$ cat src/shared/aipl_consts.svh
// register offsets, field positions and reset values of the interrupt pin logic
`ifndef AIPL_CONSTS_SVH
`define AIPL_CONSTS_SVH

`define AIPL_ADR_STATUS 8'h00
`define AIPL_ADR_SECONDARY 8'h04
`define AIPL_ADR_DATA_X 8'h08
`define AIPL_ADR_DATA_Y 8'h0C
`define AIPL_ADR_DATA_Z 8'h10
`define AIPL_ADR_PIN_A_ROUTING 8'h14
`define AIPL_ADR_PIN_B_ROUTING 8'h18
`define AIPL_ADR_TIMING 8'h1C
`define AIPL_ADR_LINK_CFG 8'h20

`define AIPL_BIT_DRDY 0
`define AIPL_BIT_ACT 1
`define AIPL_BIT_STILLNESS_FLAG 2
`define AIPL_BIT_WARN 3
`define AIPL_BIT_LOW 7

`define AIPL_ROUTE_A_MASK 8'h87
`define AIPL_ROUTE_B_MASK 8'h8F
`define AIPL_ROUTE_RST 8'h00

`define AIPL_BIT_TRIG_SEL 0
`define AIPL_BIT_TB_SEL 1
`define AIPL_TIMING_MASK 8'h03
`define AIPL_TIMING_RST 8'h00

`define AIPL_BIT_LINK_DEFAULT 0
`define AIPL_BIT_ACT_TMR_ZERO 1
`define AIPL_BIT_STILLNESS_FLAG_TMR_ZERO 2
`define AIPL_LINK_MASK 8'h07
`define AIPL_LINK_RST 8'h01

`endif

$ cat src/shared/aipl_pkg.sv
// types shared by the interrupt pin logic
package aipl_pkg;
    typedef enum logic [1:0] {st_idle, st_busy, st_answer} aipl_bus_state_type;
endpackage

$ cat src/rtl/aipl_pin_drv.sv
// one interrupt pin: routing OR, polarity, tri-state with keeper, alternate input
`timescale 1ns/1ps
`include "aipl_consts.svh"
module aipl_pin_drv (
    input wire logic clk,
    input wire logic rst_n,
    input wire logic [3:0] flags,
    input wire logic [7:0] routing,
    input wire logic alt_sel,
    input wire logic pin_i,
    output logic pin_o,
    output logic pin_oe,
    output logic alt_level
);
    logic sync1_reg;
    logic sync2_reg;
    logic drive;
    logic level;

    assign drive = (|routing[3:0]) && !alt_sel;
    assign level = (|(flags & routing[3:0])) ^ routing[`AIPL_BIT_LOW];

    always_ff @(posedge clk or negedge rst_n) begin
        if (!rst_n) begin
            pin_oe <= 1'b0;
        end else begin
            pin_oe <= drive;
        end
    end

    // level frozen while released so the keeper sees the last valid state
    always_ff @(posedge clk or negedge rst_n) begin
        if (!rst_n) begin
            pin_o <= 1'b0;
        end else if (drive) begin
            pin_o <= level;
        end
    end

    always_ff @(posedge clk or negedge rst_n) begin
        if (!rst_n) begin
            sync1_reg <= 1'b0;
            sync2_reg <= 1'b0;
        end else begin
            sync1_reg <= pin_i;
            sync2_reg <= sync1_reg;
        end
    end

    // pin is released while used as input, so gate stops any stale level
    always_ff @(posedge clk or negedge rst_n) begin
        if (!rst_n) begin
            alt_level <= 1'b0;
        end else begin
            alt_level <= alt_sel ? sync2_reg : 1'b0;
        end
    end
endmodule

$ cat src/rtl/aipl_irq_logic.sv
// interrupt flags, routing registers, clear-on-read and pin control
//
// Chosen here: the Wishbone interface to the registers and the register addresses.
`timescale 1ns/1ps
`include "aipl_consts.svh"
//////////////////////////////////////////////////////////////////////////////
// Behaviour
// each event routable to pin a, b, both, except motion warning (pin b only)
// pin asserts on OR of routed events
// pin with nothing routed goes high-Z
// both pins high-Z after reset
// active high, low-polarity bit makes active low
// every event readable as a status flag
// secondary read clears motion and stillness
// default link, timer zero: only restart clears
// secondary read always clears motion warning
// data register read clears sample-ready
// keeper holds last level while high-Z
// host should mask events while configuring
// timebase select turns pin a to input
// trigger select turns pin b to input
// both alternates allowed, no interrupts then
// activity sets motion, inactivity sets stillness
// sample-ready set by new data, cleared else
// no sample-ready set during data read
// set sample-ready cleared at read start
// data during read sets flag at completion
// motion warning routable to pin b only
// polarity applied after the OR
module aipl_irq_logic (
    input wire logic clk,
    input wire logic nrst,
    input wire logic [7:0] wb_adr_i,
    input wire logic [31:0] wb_dat_i,
    input wire logic [3:0] wb_sel_i,
    input wire logic wb_we_i,
    input wire logic wb_cyc_i,
    input wire logic wb_stb_i,
    output logic [31:0] wb_dat_o,
    output logic wb_ack_o,
    input wire logic evt_activity,
    input wire logic evt_inactivity,
    input wire logic evt_motion_warn,
    input wire logic evt_new_data,
    input wire logic evt_measure_restart,
    input wire logic [11:0] accel_x,
    input wire logic [11:0] accel_y,
    input wire logic [11:0] accel_z,
    input wire logic irq_pin_a_i,
    output logic irq_pin_a_o,
    output logic irq_pin_a_oe,
    input wire logic irq_pin_b_i,
    output logic irq_pin_b_o,
    output logic irq_pin_b_oe,
    output logic ext_timebase,
    output logic ext_trigger
);
    //////////////////////////////////////////////////////////////////////////
    logic rst_s1_reg;
    logic rst_n;
    aipl_pkg::aipl_bus_state_type state_reg;
    logic [7:0] adr_reg;
    logic we_reg;
    logic sel0_reg;
    logic [31:0] wdat_reg;
    logic [7:0] pin_a_routing_reg;
    logic [7:0] pin_b_routing_reg;
    logic [7:0] timing_reg;
    logic [7:0] link_cfg_reg;
    logic motion_flag_reg;
    logic stillness_flag_reg;
    logic motion_warning_flag_reg;
    logic sample_ready_reg;
    logic in_data_rd_reg;
    logic pend_data_reg;
    logic [3:0] flag_vec;
    logic req, start, start_data_rd, done, wr_done, sec_clr;
    logic hold_motion, hold_still;
    logic [31:0] rdata;

    function automatic logic is_data(input logic [7:0] adr);
        is_data = (adr == `AIPL_ADR_DATA_X) || (adr == `AIPL_ADR_DATA_Y)
            || (adr == `AIPL_ADR_DATA_Z);
    endfunction

    function automatic logic [31:0] sext(input logic [11:0] v);
        sext = {{20{v[11]}}, v};
    endfunction

    // reset asserts at once, releases through two flops
    always_ff @(posedge clk or negedge nrst) begin
        if (!nrst) begin
            rst_s1_reg <= 1'b0;
            rst_n <= 1'b0;
        end else begin
            rst_s1_reg <= 1'b1;
            rst_n <= rst_s1_reg;
        end
    end

    //////////////////////////////////////////////////////////////////////////
    // bus slave: take, one busy cycle, answer
    assign req = wb_cyc_i && wb_stb_i;
    assign start = (state_reg == aipl_pkg::st_idle) && req;
    assign start_data_rd = start && !wb_we_i && is_data(wb_adr_i);
    assign done = (state_reg == aipl_pkg::st_answer);
    assign wr_done = done && we_reg && sel0_reg;
    assign sec_clr = done && !we_reg && (adr_reg == `AIPL_ADR_SECONDARY);

    always_ff @(posedge clk or negedge rst_n) begin
        if (!rst_n) begin
            state_reg <= aipl_pkg::st_idle;
        end else begin
            case (state_reg)
                aipl_pkg::st_idle: begin
                    if (req) begin
                        state_reg <= aipl_pkg::st_busy;
                    end
                end
                aipl_pkg::st_busy: state_reg <= aipl_pkg::st_answer;
                aipl_pkg::st_answer: state_reg <= aipl_pkg::st_idle;
                default: state_reg <= aipl_pkg::st_idle;
            endcase
        end
    end

    always_ff @(posedge clk or negedge rst_n) begin
        if (!rst_n) begin
            adr_reg <= 8'h00;
            we_reg <= 1'b0;
            sel0_reg <= 1'b0;
            wdat_reg <= 32'h00000000;
        end else if (start) begin
            adr_reg <= wb_adr_i;
            we_reg <= wb_we_i;
            sel0_reg <= wb_sel_i[0];
            wdat_reg <= wb_dat_i;
        end
    end

    assign flag_vec = {motion_warning_flag_reg, stillness_flag_reg, motion_flag_reg,
        sample_ready_reg};

    always_comb begin
        rdata = 32'h00000000;
        case (adr_reg)
            `AIPL_ADR_STATUS: rdata = {28'h0000000, flag_vec};
            `AIPL_ADR_SECONDARY: rdata = {28'h0000000, flag_vec[3:1], 1'b0};
            `AIPL_ADR_DATA_X: rdata = sext(accel_x);
            `AIPL_ADR_DATA_Y: rdata = sext(accel_y);
            `AIPL_ADR_DATA_Z: rdata = sext(accel_z);
            `AIPL_ADR_PIN_A_ROUTING: rdata = {24'h000000, pin_a_routing_reg};
            `AIPL_ADR_PIN_B_ROUTING: rdata = {24'h000000, pin_b_routing_reg};
            `AIPL_ADR_TIMING: rdata = {24'h000000, timing_reg};
            `AIPL_ADR_LINK_CFG: rdata = {24'h000000, link_cfg_reg};
            default: rdata = 32'h00000000;
        endcase
    end

    // unmapped addresses still answer, reading zero
    always_ff @(posedge clk or negedge rst_n) begin
        if (!rst_n) begin
            wb_ack_o <= 1'b0;
            wb_dat_o <= 32'h00000000;
        end else begin
            wb_ack_o <= (state_reg == aipl_pkg::st_busy);
            if (state_reg == aipl_pkg::st_busy) begin
                wb_dat_o <= we_reg ? 32'h00000000 : rdata;
            end
        end
    end

    //////////////////////////////////////////////////////////////////////////
    // configuration registers
    always_ff @(posedge clk or negedge rst_n) begin
        if (!rst_n) begin
            pin_a_routing_reg <= `AIPL_ROUTE_RST;
            pin_b_routing_reg <= `AIPL_ROUTE_RST;
            timing_reg <= `AIPL_TIMING_RST;
            link_cfg_reg <= `AIPL_LINK_RST;
        end else if (wr_done) begin
            case (adr_reg)
                // motion warning bit cannot stick in pin a
                `AIPL_ADR_PIN_A_ROUTING:
                    pin_a_routing_reg <= wdat_reg[7:0] & `AIPL_ROUTE_A_MASK;
                `AIPL_ADR_PIN_B_ROUTING:
                    pin_b_routing_reg <= wdat_reg[7:0] & `AIPL_ROUTE_B_MASK;
                `AIPL_ADR_TIMING: timing_reg <= wdat_reg[7:0] & `AIPL_TIMING_MASK;
                `AIPL_ADR_LINK_CFG: link_cfg_reg <= wdat_reg[7:0] & `AIPL_LINK_MASK;
                default: timing_reg <= timing_reg;
            endcase
        end
    end

    //////////////////////////////////////////////////////////////////////////
    // event flags; a set in the clearing cycle wins, but new data at a data read's start sets sample-ready only at the read's end
    assign hold_motion = link_cfg_reg[`AIPL_BIT_LINK_DEFAULT]
        && link_cfg_reg[`AIPL_BIT_ACT_TMR_ZERO];
    assign hold_still = link_cfg_reg[`AIPL_BIT_LINK_DEFAULT]
        && link_cfg_reg[`AIPL_BIT_STILLNESS_FLAG_TMR_ZERO];

    always_ff @(posedge clk or negedge rst_n) begin
        if (!rst_n) begin
            motion_flag_reg <= 1'b0;
        end else if (evt_activity) begin
            motion_flag_reg <= 1'b1;
        end else if (evt_measure_restart || (sec_clr && !hold_motion)) begin
            motion_flag_reg <= 1'b0; // see R07
        end
    end

    always_ff @(posedge clk or negedge rst_n) begin
        if (!rst_n) begin
            stillness_flag_reg <= 1'b0;
        end else if (evt_inactivity) begin
            stillness_flag_reg <= 1'b1;
        end else if (evt_measure_restart || (sec_clr && !hold_still)) begin
            stillness_flag_reg <= 1'b0; // see R07
        end
    end

    always_ff @(posedge clk or negedge rst_n) begin
        if (!rst_n) begin
            motion_warning_flag_reg <= 1'b0;
        end else if (evt_motion_warn) begin
            motion_warning_flag_reg <= 1'b1;
        end else if (sec_clr) begin
            motion_warning_flag_reg <= 1'b0;
        end
    end

    always_ff @(posedge clk or negedge rst_n) begin
        if (!rst_n) begin
            in_data_rd_reg <= 1'b0;
        end else if (start_data_rd) begin
            in_data_rd_reg <= 1'b1;
        end else if (done) begin
            in_data_rd_reg <= 1'b0;
        end
    end

    // new data seen during a read waits here for the read's end
    always_ff @(posedge clk or negedge rst_n) begin
        if (!rst_n) begin
            pend_data_reg <= 1'b0;
        end else if (in_data_rd_reg && done) begin
            pend_data_reg <= 1'b0;
        end else if (evt_new_data && (start_data_rd || in_data_rd_reg)) begin
            pend_data_reg <= 1'b1;
        end
    end

    always_ff @(posedge clk or negedge rst_n) begin
        if (!rst_n) begin
            sample_ready_reg <= 1'b0;
        end else if (start_data_rd) begin
            sample_ready_reg <= 1'b0; // see R10
        end else if (in_data_rd_reg && done) begin
            sample_ready_reg <= pend_data_reg || evt_new_data;
        end else if (in_data_rd_reg) begin
            sample_ready_reg <= 1'b0;
        end else if (evt_new_data) begin
            sample_ready_reg <= 1'b1;
        end
    end

    //////////////////////////////////////////////////////////////////////////
    // pins; alternates release the pin and pass the input on
    aipl_pin_drv u_pin_a (
        .clk(clk),
        .rst_n(rst_n),
        .flags(flag_vec),
        .routing(pin_a_routing_reg),
        .alt_sel(timing_reg[`AIPL_BIT_TB_SEL]), // see R13
        .pin_i(irq_pin_a_i),
        .pin_o(irq_pin_a_o), // see R02 see R05 see R22
        .pin_oe(irq_pin_a_oe), // see R03
        .alt_level(ext_timebase)
    );

    aipl_pin_drv u_pin_b (
        .clk(clk),
        .rst_n(rst_n),
        .flags(flag_vec),
        .routing(pin_b_routing_reg),
        .alt_sel(timing_reg[`AIPL_BIT_TRIG_SEL]), // see R14
        .pin_i(irq_pin_b_i),
        .pin_o(irq_pin_b_o),
        .pin_oe(irq_pin_b_oe),
        .alt_level(ext_trigger)
    );
endmodule

$ cat config.mk
export PLATFORM = sky130hd
export DESIGN_NAME = aipl_irq_logic
export DESIGN_NICKNAME = d
export VERILOG_FILES = /design/src/shared/aipl_pkg.sv /design/src/rtl/aipl_pin_drv.sv /design/src/rtl/aipl_irq_logic.sv
export VERILOG_INCLUDE_DIRS = /design/src /design/src/shared
export SDC_FILE = /design/constraint.sdc
export NUM_CORES = 1
export LEC_CHECK = 0
export ABC_CLOCK_PERIOD_IN_PS = 1800
export BUFFER_PORTS_ARGS = -buffer_cell sky130_fd_sc_hd__buf_4
export CAP_MARGIN = 30
export CORE_MARGIN = 4
export CORE_UTILIZATION = 43
export CTS_CLUSTER_SIZE = 12
export DETAILED_ROUTE_END_ITERATION = 8
export GPL_ROUTABILITY_DRIVEN = 0
export GPL_TIMING_DRIVEN = 0
export PLACE_DENSITY_LB_ADDON = 0.25
export SYNTH_ARGS = -nofsm -noshare
export SYNTH_HDL_FRONTEND = slang
export SYNTH_SLANG_ARGS = --single-unit
$ cat constraint.sdc
create_clock -name clk -period 1.8 [get_ports clk]
set_input_delay 0.09 -clock clk [delete_from_list [all_inputs] [get_ports clk]]
set_output_delay 0.09 -clock clk [all_outputs]
set_load 0.05 [all_outputs]
# [Yosys cells after proc, flatten, opt, wreduce, memory -nomap -nowiden]
# Cells that the tools add are included.
[word_totals] regBits=85 input_bits=92 output_inout_bits=39 word_cells=111
[op_classes] n_eq_ne=14 n_mux=20 n_bitwise=4 reduce_logical=44
[op_table] operator="$pmux 32 s9" n=1
[op_table] operator="$eq 8x5->1 const B" n=5
[op_table] operator="$eq 8x4->1 const B" n=4
[op_table] operator="$mux 32" n=1
[op_table] operator="$logic_and 1x1->1" n=16
[op_table] operator="$mux 1" n=16
[op_table] operator="$reduce_or 4->1" n=3
[op_table] operator="$reduce_bool 2->1" n=5
[op_table] operator="$eq 8x3->1 const B" n=1
[op_table] operator="$eq 8x6->1 const B" n=1
[op_table] operator="$logic_not 8->1" n=1
[op_table] operator="$reduce_and 2->1" n=4
[op_table] operator="$logic_not 1->1" n=6
[op_table] operator="$logic_or 1x1->1" n=6
[op_table] operator="$and 4x3->4" n=1
[op_table] operator="$and 4x4->4" n=1
[op_table] operator="$pmux 2 s2" n=1
[op_table] operator="$reduce_bool 4->1" n=1
[op_table] operator="$reduce_or 3->1" n=1
[op_table] operator="$eq 2x1->1 const B" n=1
[op_table] operator="$eq 2x2->1 const B" n=1
[op_table] operator="$logic_not 2->1" n=1
[op_table] operator="$mux 2" n=1
[op_table] operator="$ne 2x2->1 const B" n=1
[op_table] operator="$xor 1x1->1" n=2

# [Depth between registers and ports, before layout]
[depth] ltp_word=8 ltp_mapped=6 ltp_nobuf=4

# [Hierarchy]
# Synthesis repeated with hierarchy kept, for this count alone.
[unflattened] cells_unflattened=266 area_unflattened_um2=3154.3
[by_module_without_submodules] module="aipl_irq_logic" n_inst=1 cells_per_inst=238 area_each_um2=2768.9 seq_area_each_um2=1302.5
[by_module_without_submodules] module="aipl_pin_drv" n_inst=2 cells_per_inst=14 area_each_um2=192.7 seq_area_each_um2=125.1

# [Worst setup path before layout]
# OpenSTA, ideal clock, no wires.
[synth_path] path_type="reg2reg" from="register adr_reg[2]" to="register link_cfg_reg[1]" setup_ns=0.127 t_arrival_ns=1.678 required_ns=1.673 slack_ns=-0.005 stages_incl_launch_ff=6 n_path_buf=1 period_less_slack_ns=1.805 path_cell_list="dfrtp_1 > buf_6 > or4_4 > nor4_4 > nand2b_2 > mux2_1"
[synth_between] elab_chain_len=2
[synth_rtl] element="start, declared" line_no="aipl_irq_logic.sv:62" text="logic [7:0] adr_reg;"
[synth_rtl] element="start signal, assigned" line_no="aipl_irq_logic.sv:134" text="adr_reg <= wb_adr_i;"
[synth_rtl] element="$eq 8x6->1" line_no="aipl_irq_logic.sv:182" text="case (adr_reg)"
[synth_rtl] element="$reduce_and 2->1 (no source line)"
[synth_rtl] element="end signal, assigned" line_no="aipl_irq_logic.sv:180" text="link_cfg_reg <= `AIPL_LINK_RST;"
[synth_rtl] element="end signal, assigned" line_no="aipl_irq_logic.sv:189" text="`AIPL_ADR_LINK_CFG: link_cfg_reg <= wdat_reg[7:0] & `AIPL_LINK_MASK;"
[synth_rtl] element="end, declared" line_no="aipl_irq_logic.sv:69" text="logic [7:0] link_cfg_reg;"
# No other way between the ends.
# A chain may end at the register's enable or synchronous reset.

# [Worst setup path after layout]
[layout_path] from="register adr_reg[7]" to="register timing_reg[1]"
[layout_between] elab_chain_len=2
[layout_rtl] element="$eq 8x5->1" line_no="aipl_irq_logic.sv:182"
[layout_rtl] element="$reduce_and 2->1 (no source line)"
[layout_rtl] element="end signal, assigned" line_no="aipl_irq_logic.sv:179" text="timing_reg <= `AIPL_TIMING_RST;"
[layout_rtl] element="end signal, assigned" line_no="aipl_irq_logic.sv:188" text="`AIPL_ADR_TIMING: timing_reg <= wdat_reg[7:0] & `AIPL_TIMING_MASK;"
[layout_rtl] element="end signal, assigned" line_no="aipl_irq_logic.sv:190" text="default: timing_reg <= timing_reg;"
[layout_rtl] element="end, declared" line_no="aipl_irq_logic.sv:68" text="logic [7:0] timing_reg;"
# No other way between the ends.

==> impl_metrics.tcl <==
set metrics [dict create \
    finalHoldViolCount 0 \
    avgSynthCellArea_sq_um 11.90 \
    multi_input_area_sq_um 1424 \
    fmax_mhz 549.5 \
    skew_ns 0.009141 \
    rows 30 \
    largest_reg_flops 12 \
    die_h_microns 92 \
    finalInstanceArea_sq_um 4773 \
    ir_worst_vdd_mv 0.5994 \
    period_share_pct 101.1 \
    finalNetCount 505 \
    total_power_mw 3.992 \
    rsz0062_at_grt "true" \
    clk_latency_ns 0.34 \
    async_reset_ff_share_pct 100.0 \
    yosysSeqAreaShare_pct 51.18 \
    crit_arrival_ns 2.04 \
    synth_edf_count 0 \
    cts_tree "done" \
    fin_util_pct 69.87 \
    final_cells 514 \
    tightestPinTransition_ns 0.6647 \
    cts-buffers-inserted 9 \
    rr_worst_depth 4 \
    r2r-end "timing_reg[1]" \
    drt_wl_total_microns 8466 \
    ys_ff_latch 62 \
    end_kind "register" \
    met3WireLength_microns 636 \
    vias 2681 \
    clock-root-buffer "clkbuf_8" \
    synthesis.area_sq_um 3034 \
    numClockSinks 62 \
    status "finished with violations" \
    placed_area_sq_um 3926 \
    syn-num-nets 347 \
    initial_core_util_pct 44.41 \
    finalSetupViolations 5 \
    die-area_sq_um 8464 \
    final_cell_mix "buf_4, dfrtp_1, mux2_2" \
    clk_path_buf_depth 2 \
    wl_per_cell_microns 16.47 \
    synth_cells 255 \
    worst_slack_ns -0.01987 \
    met1Wirelength_microns 3457 \
    fillCellCount 489 \
    drc_errors 0 \
    antenna_found_initial 0 \
    relSlewSlack_pct 55.69 \
    whs_ns 0.01066 \
    area_delta_synth_final_pct 57.32 \
    violations "negative setup slack" \
    r2r_slack_ns -0.02 \
    io_buffer_count 100 \
    cts_max_level 3 \
    cp_data_required_time_ns 2.02 \
    routed-wl-met2_microns 4171 \
    grt_max_degree 32 \
    hold_class "in2reg" \
    viasPerCell 5.216 \
    endpoint "timing_reg[1]" \
    p_leak_nw 2.320 \
    ys.flop_type "dfrtp_1" \
    layout.area.seq_sq_um 1559 \
    num_antenna_cells 0 \
    drt_iter0_markers 210 \
    drive_gt1_share_pct 54.31 \
    dieWidth_microns 92 \
    power_density_nw_per_um2 836.2 \
    cp-start-kind "register" \
    dp_cells 452 \
    hpwlAfterDp_microns 5696 \
    num_io_pins 131 \
    crit_fanout 7 \
    grt_usage_pct 18.96 \
    path_clk_slew_ns 0.07 \
    drt-pass1-iter-count 4 \
    ys_warn_count 0 \
    cap_violations 0 \
    crit_type "reg2reg" \
    slew_viol_final 0 \
    period_minus_slack_ns 1.820 \
    top_layer_used "met4" \
    grt_pass1_wl_microns 12460 \
    r2r-start "adr_reg[7]" \
    gr-total-overflow 0 \
    crit_path_start "adr_reg[7]" \
    grt_pass1_vias 2504 \
    core_area_sq_um 6832 \
    antenna_left 0 \
    layout_commonest_cell "buf_4" \
    synthDistinctLibCells 55 \
]
-- worst max-delay path: stages, from the launching register on --
cell and delay (ns):
dfrtp_2 0.47, or4b_4 0.62, nor2_4 0.22, nand2_2 0.10
mux2_2 0.29
-- cell type report --
cell class                 count  area share (%)
sequential                    62           32.66
multi-input combinational    158           29.83
timing repair buffer         150           25.35
buffer                        27           4.037
clock buffer                  13           3.329
tap                           96           2.516
clock inverter                 3           1.887
inverter                       5          0.3932
-- where the power goes --
part,internal [mW],switching [mW]
Clock,0.997,0.519
Sequential,1.49,0.147
Combinational,0.453,0.382
Total,2.94,1.05
-- repair_timing --
| item | in CTS | in global routing |
|---|---|---|
| endpoints found under the hold margin | 28 | 0 |
| resized for setup | 24 | 22 |
| pin swaps | 4 | 12 |
| setup buffers | 8 | 14 |
| setup endpoints to repair | 37 | 28 |
| hold buffers | 27 | 0 |
-- through the flow --
stage	setup WS, ns	TNS [ns]
floorplan	0.06993	0
global placement	-0.4007	-5.702
detailed placement	-0.4435	-6.483
CTS	-0.06945	-0.3797
global route	-0.1099	-1.165
finish	-0.01987	-0.03006
-- how the worst min path moves through the flow --
stage	end	cells after the start	from	slack [ns]
2_1_floorplan	rst_n	0	nrst	-0.21
3_3_place_gp	rst_s1_reg	1	nrst	-0.13
3_5_place_dp	rst_s1_reg	1	nrst	-0.13
4_1_cts	adr_reg[3]	2	wb_adr_i[3]	0.00004
5_1_grt	adr_reg[3]	2	wb_adr_i[3]	0.03
6_report	adr_reg[3]	2	wb_adr_i[3]	0.01
-- metal layers --
metal,vias up,GRT usage [%]
li1,1244,-
met1,1309,24.21
met2,114,29.68
met3,14,5.332
met4,0,9.158
met5,-,0
-- kinds of logic (layout without fill, tap and decap cells) --
| kind of cell | Yosys count | count (layout) | synth area share (%) |
|---|---|---|---|
| compound gates | 42 | 42 | 10.72 |
| mux | 43 | 43 | 16.00 |
| buf+inv | 35 | 198 | 7.216 |
| other cells | 1 | 1 | 0.1236 |
| simple gates | 70 | 70 | 14.19 |
| xor+xnor | 2 | 2 | 0.5774 |
| flops | 62 | 62 | 51.18 |
-- cell usage after synthesis (2+ instances only) --
master | number | share of area (%)
a21oi_1 | 4 | 0.66
dfrtp_1 | 61 | 50
a32oi_1 | 2 | 0.58
nor4b_1 | 2 | 0.58
nand3b_1 | 5 | 1.2
nor2_1 | 14 | 1.7
a221oi_1 | 2 | 0.58
a22oi_1 | 7 | 1.7
or3_1 | 3 | 0.62
inv_1 | 5 | 0.62
mux2_2 | 31 | 12
buf_2 | 4 | 0.66
and2_1 | 2 | 0.41
o21ai_0 | 5 | 0.82
mux2i_1 | 8 | 2.6
nor4_1 | 2 | 0.41
nor3_2 | 2 | 0.66
mux2_1 | 3 | 1.1
nor3b_1 | 2 | 0.49
nand2_1 | 12 | 1.5
nor3_1 | 5 | 0.82
o2bb2ai_1 | 2 | 0.58
nand2b_1 | 5 | 1.0
a31o_2 | 2 | 0.58
xnor2_1 | 2 | 0.58
clkbuf_1 | 5 | 0.62
a221o_1 | 7 | 2.3
o31ai_1 | 2 | 0.49
nand3_1 | 3 | 0.49
nor2b_1 | 2 | 0.41
buf_4 | 20 | 4.9
(Power assumes the default switching activity.)
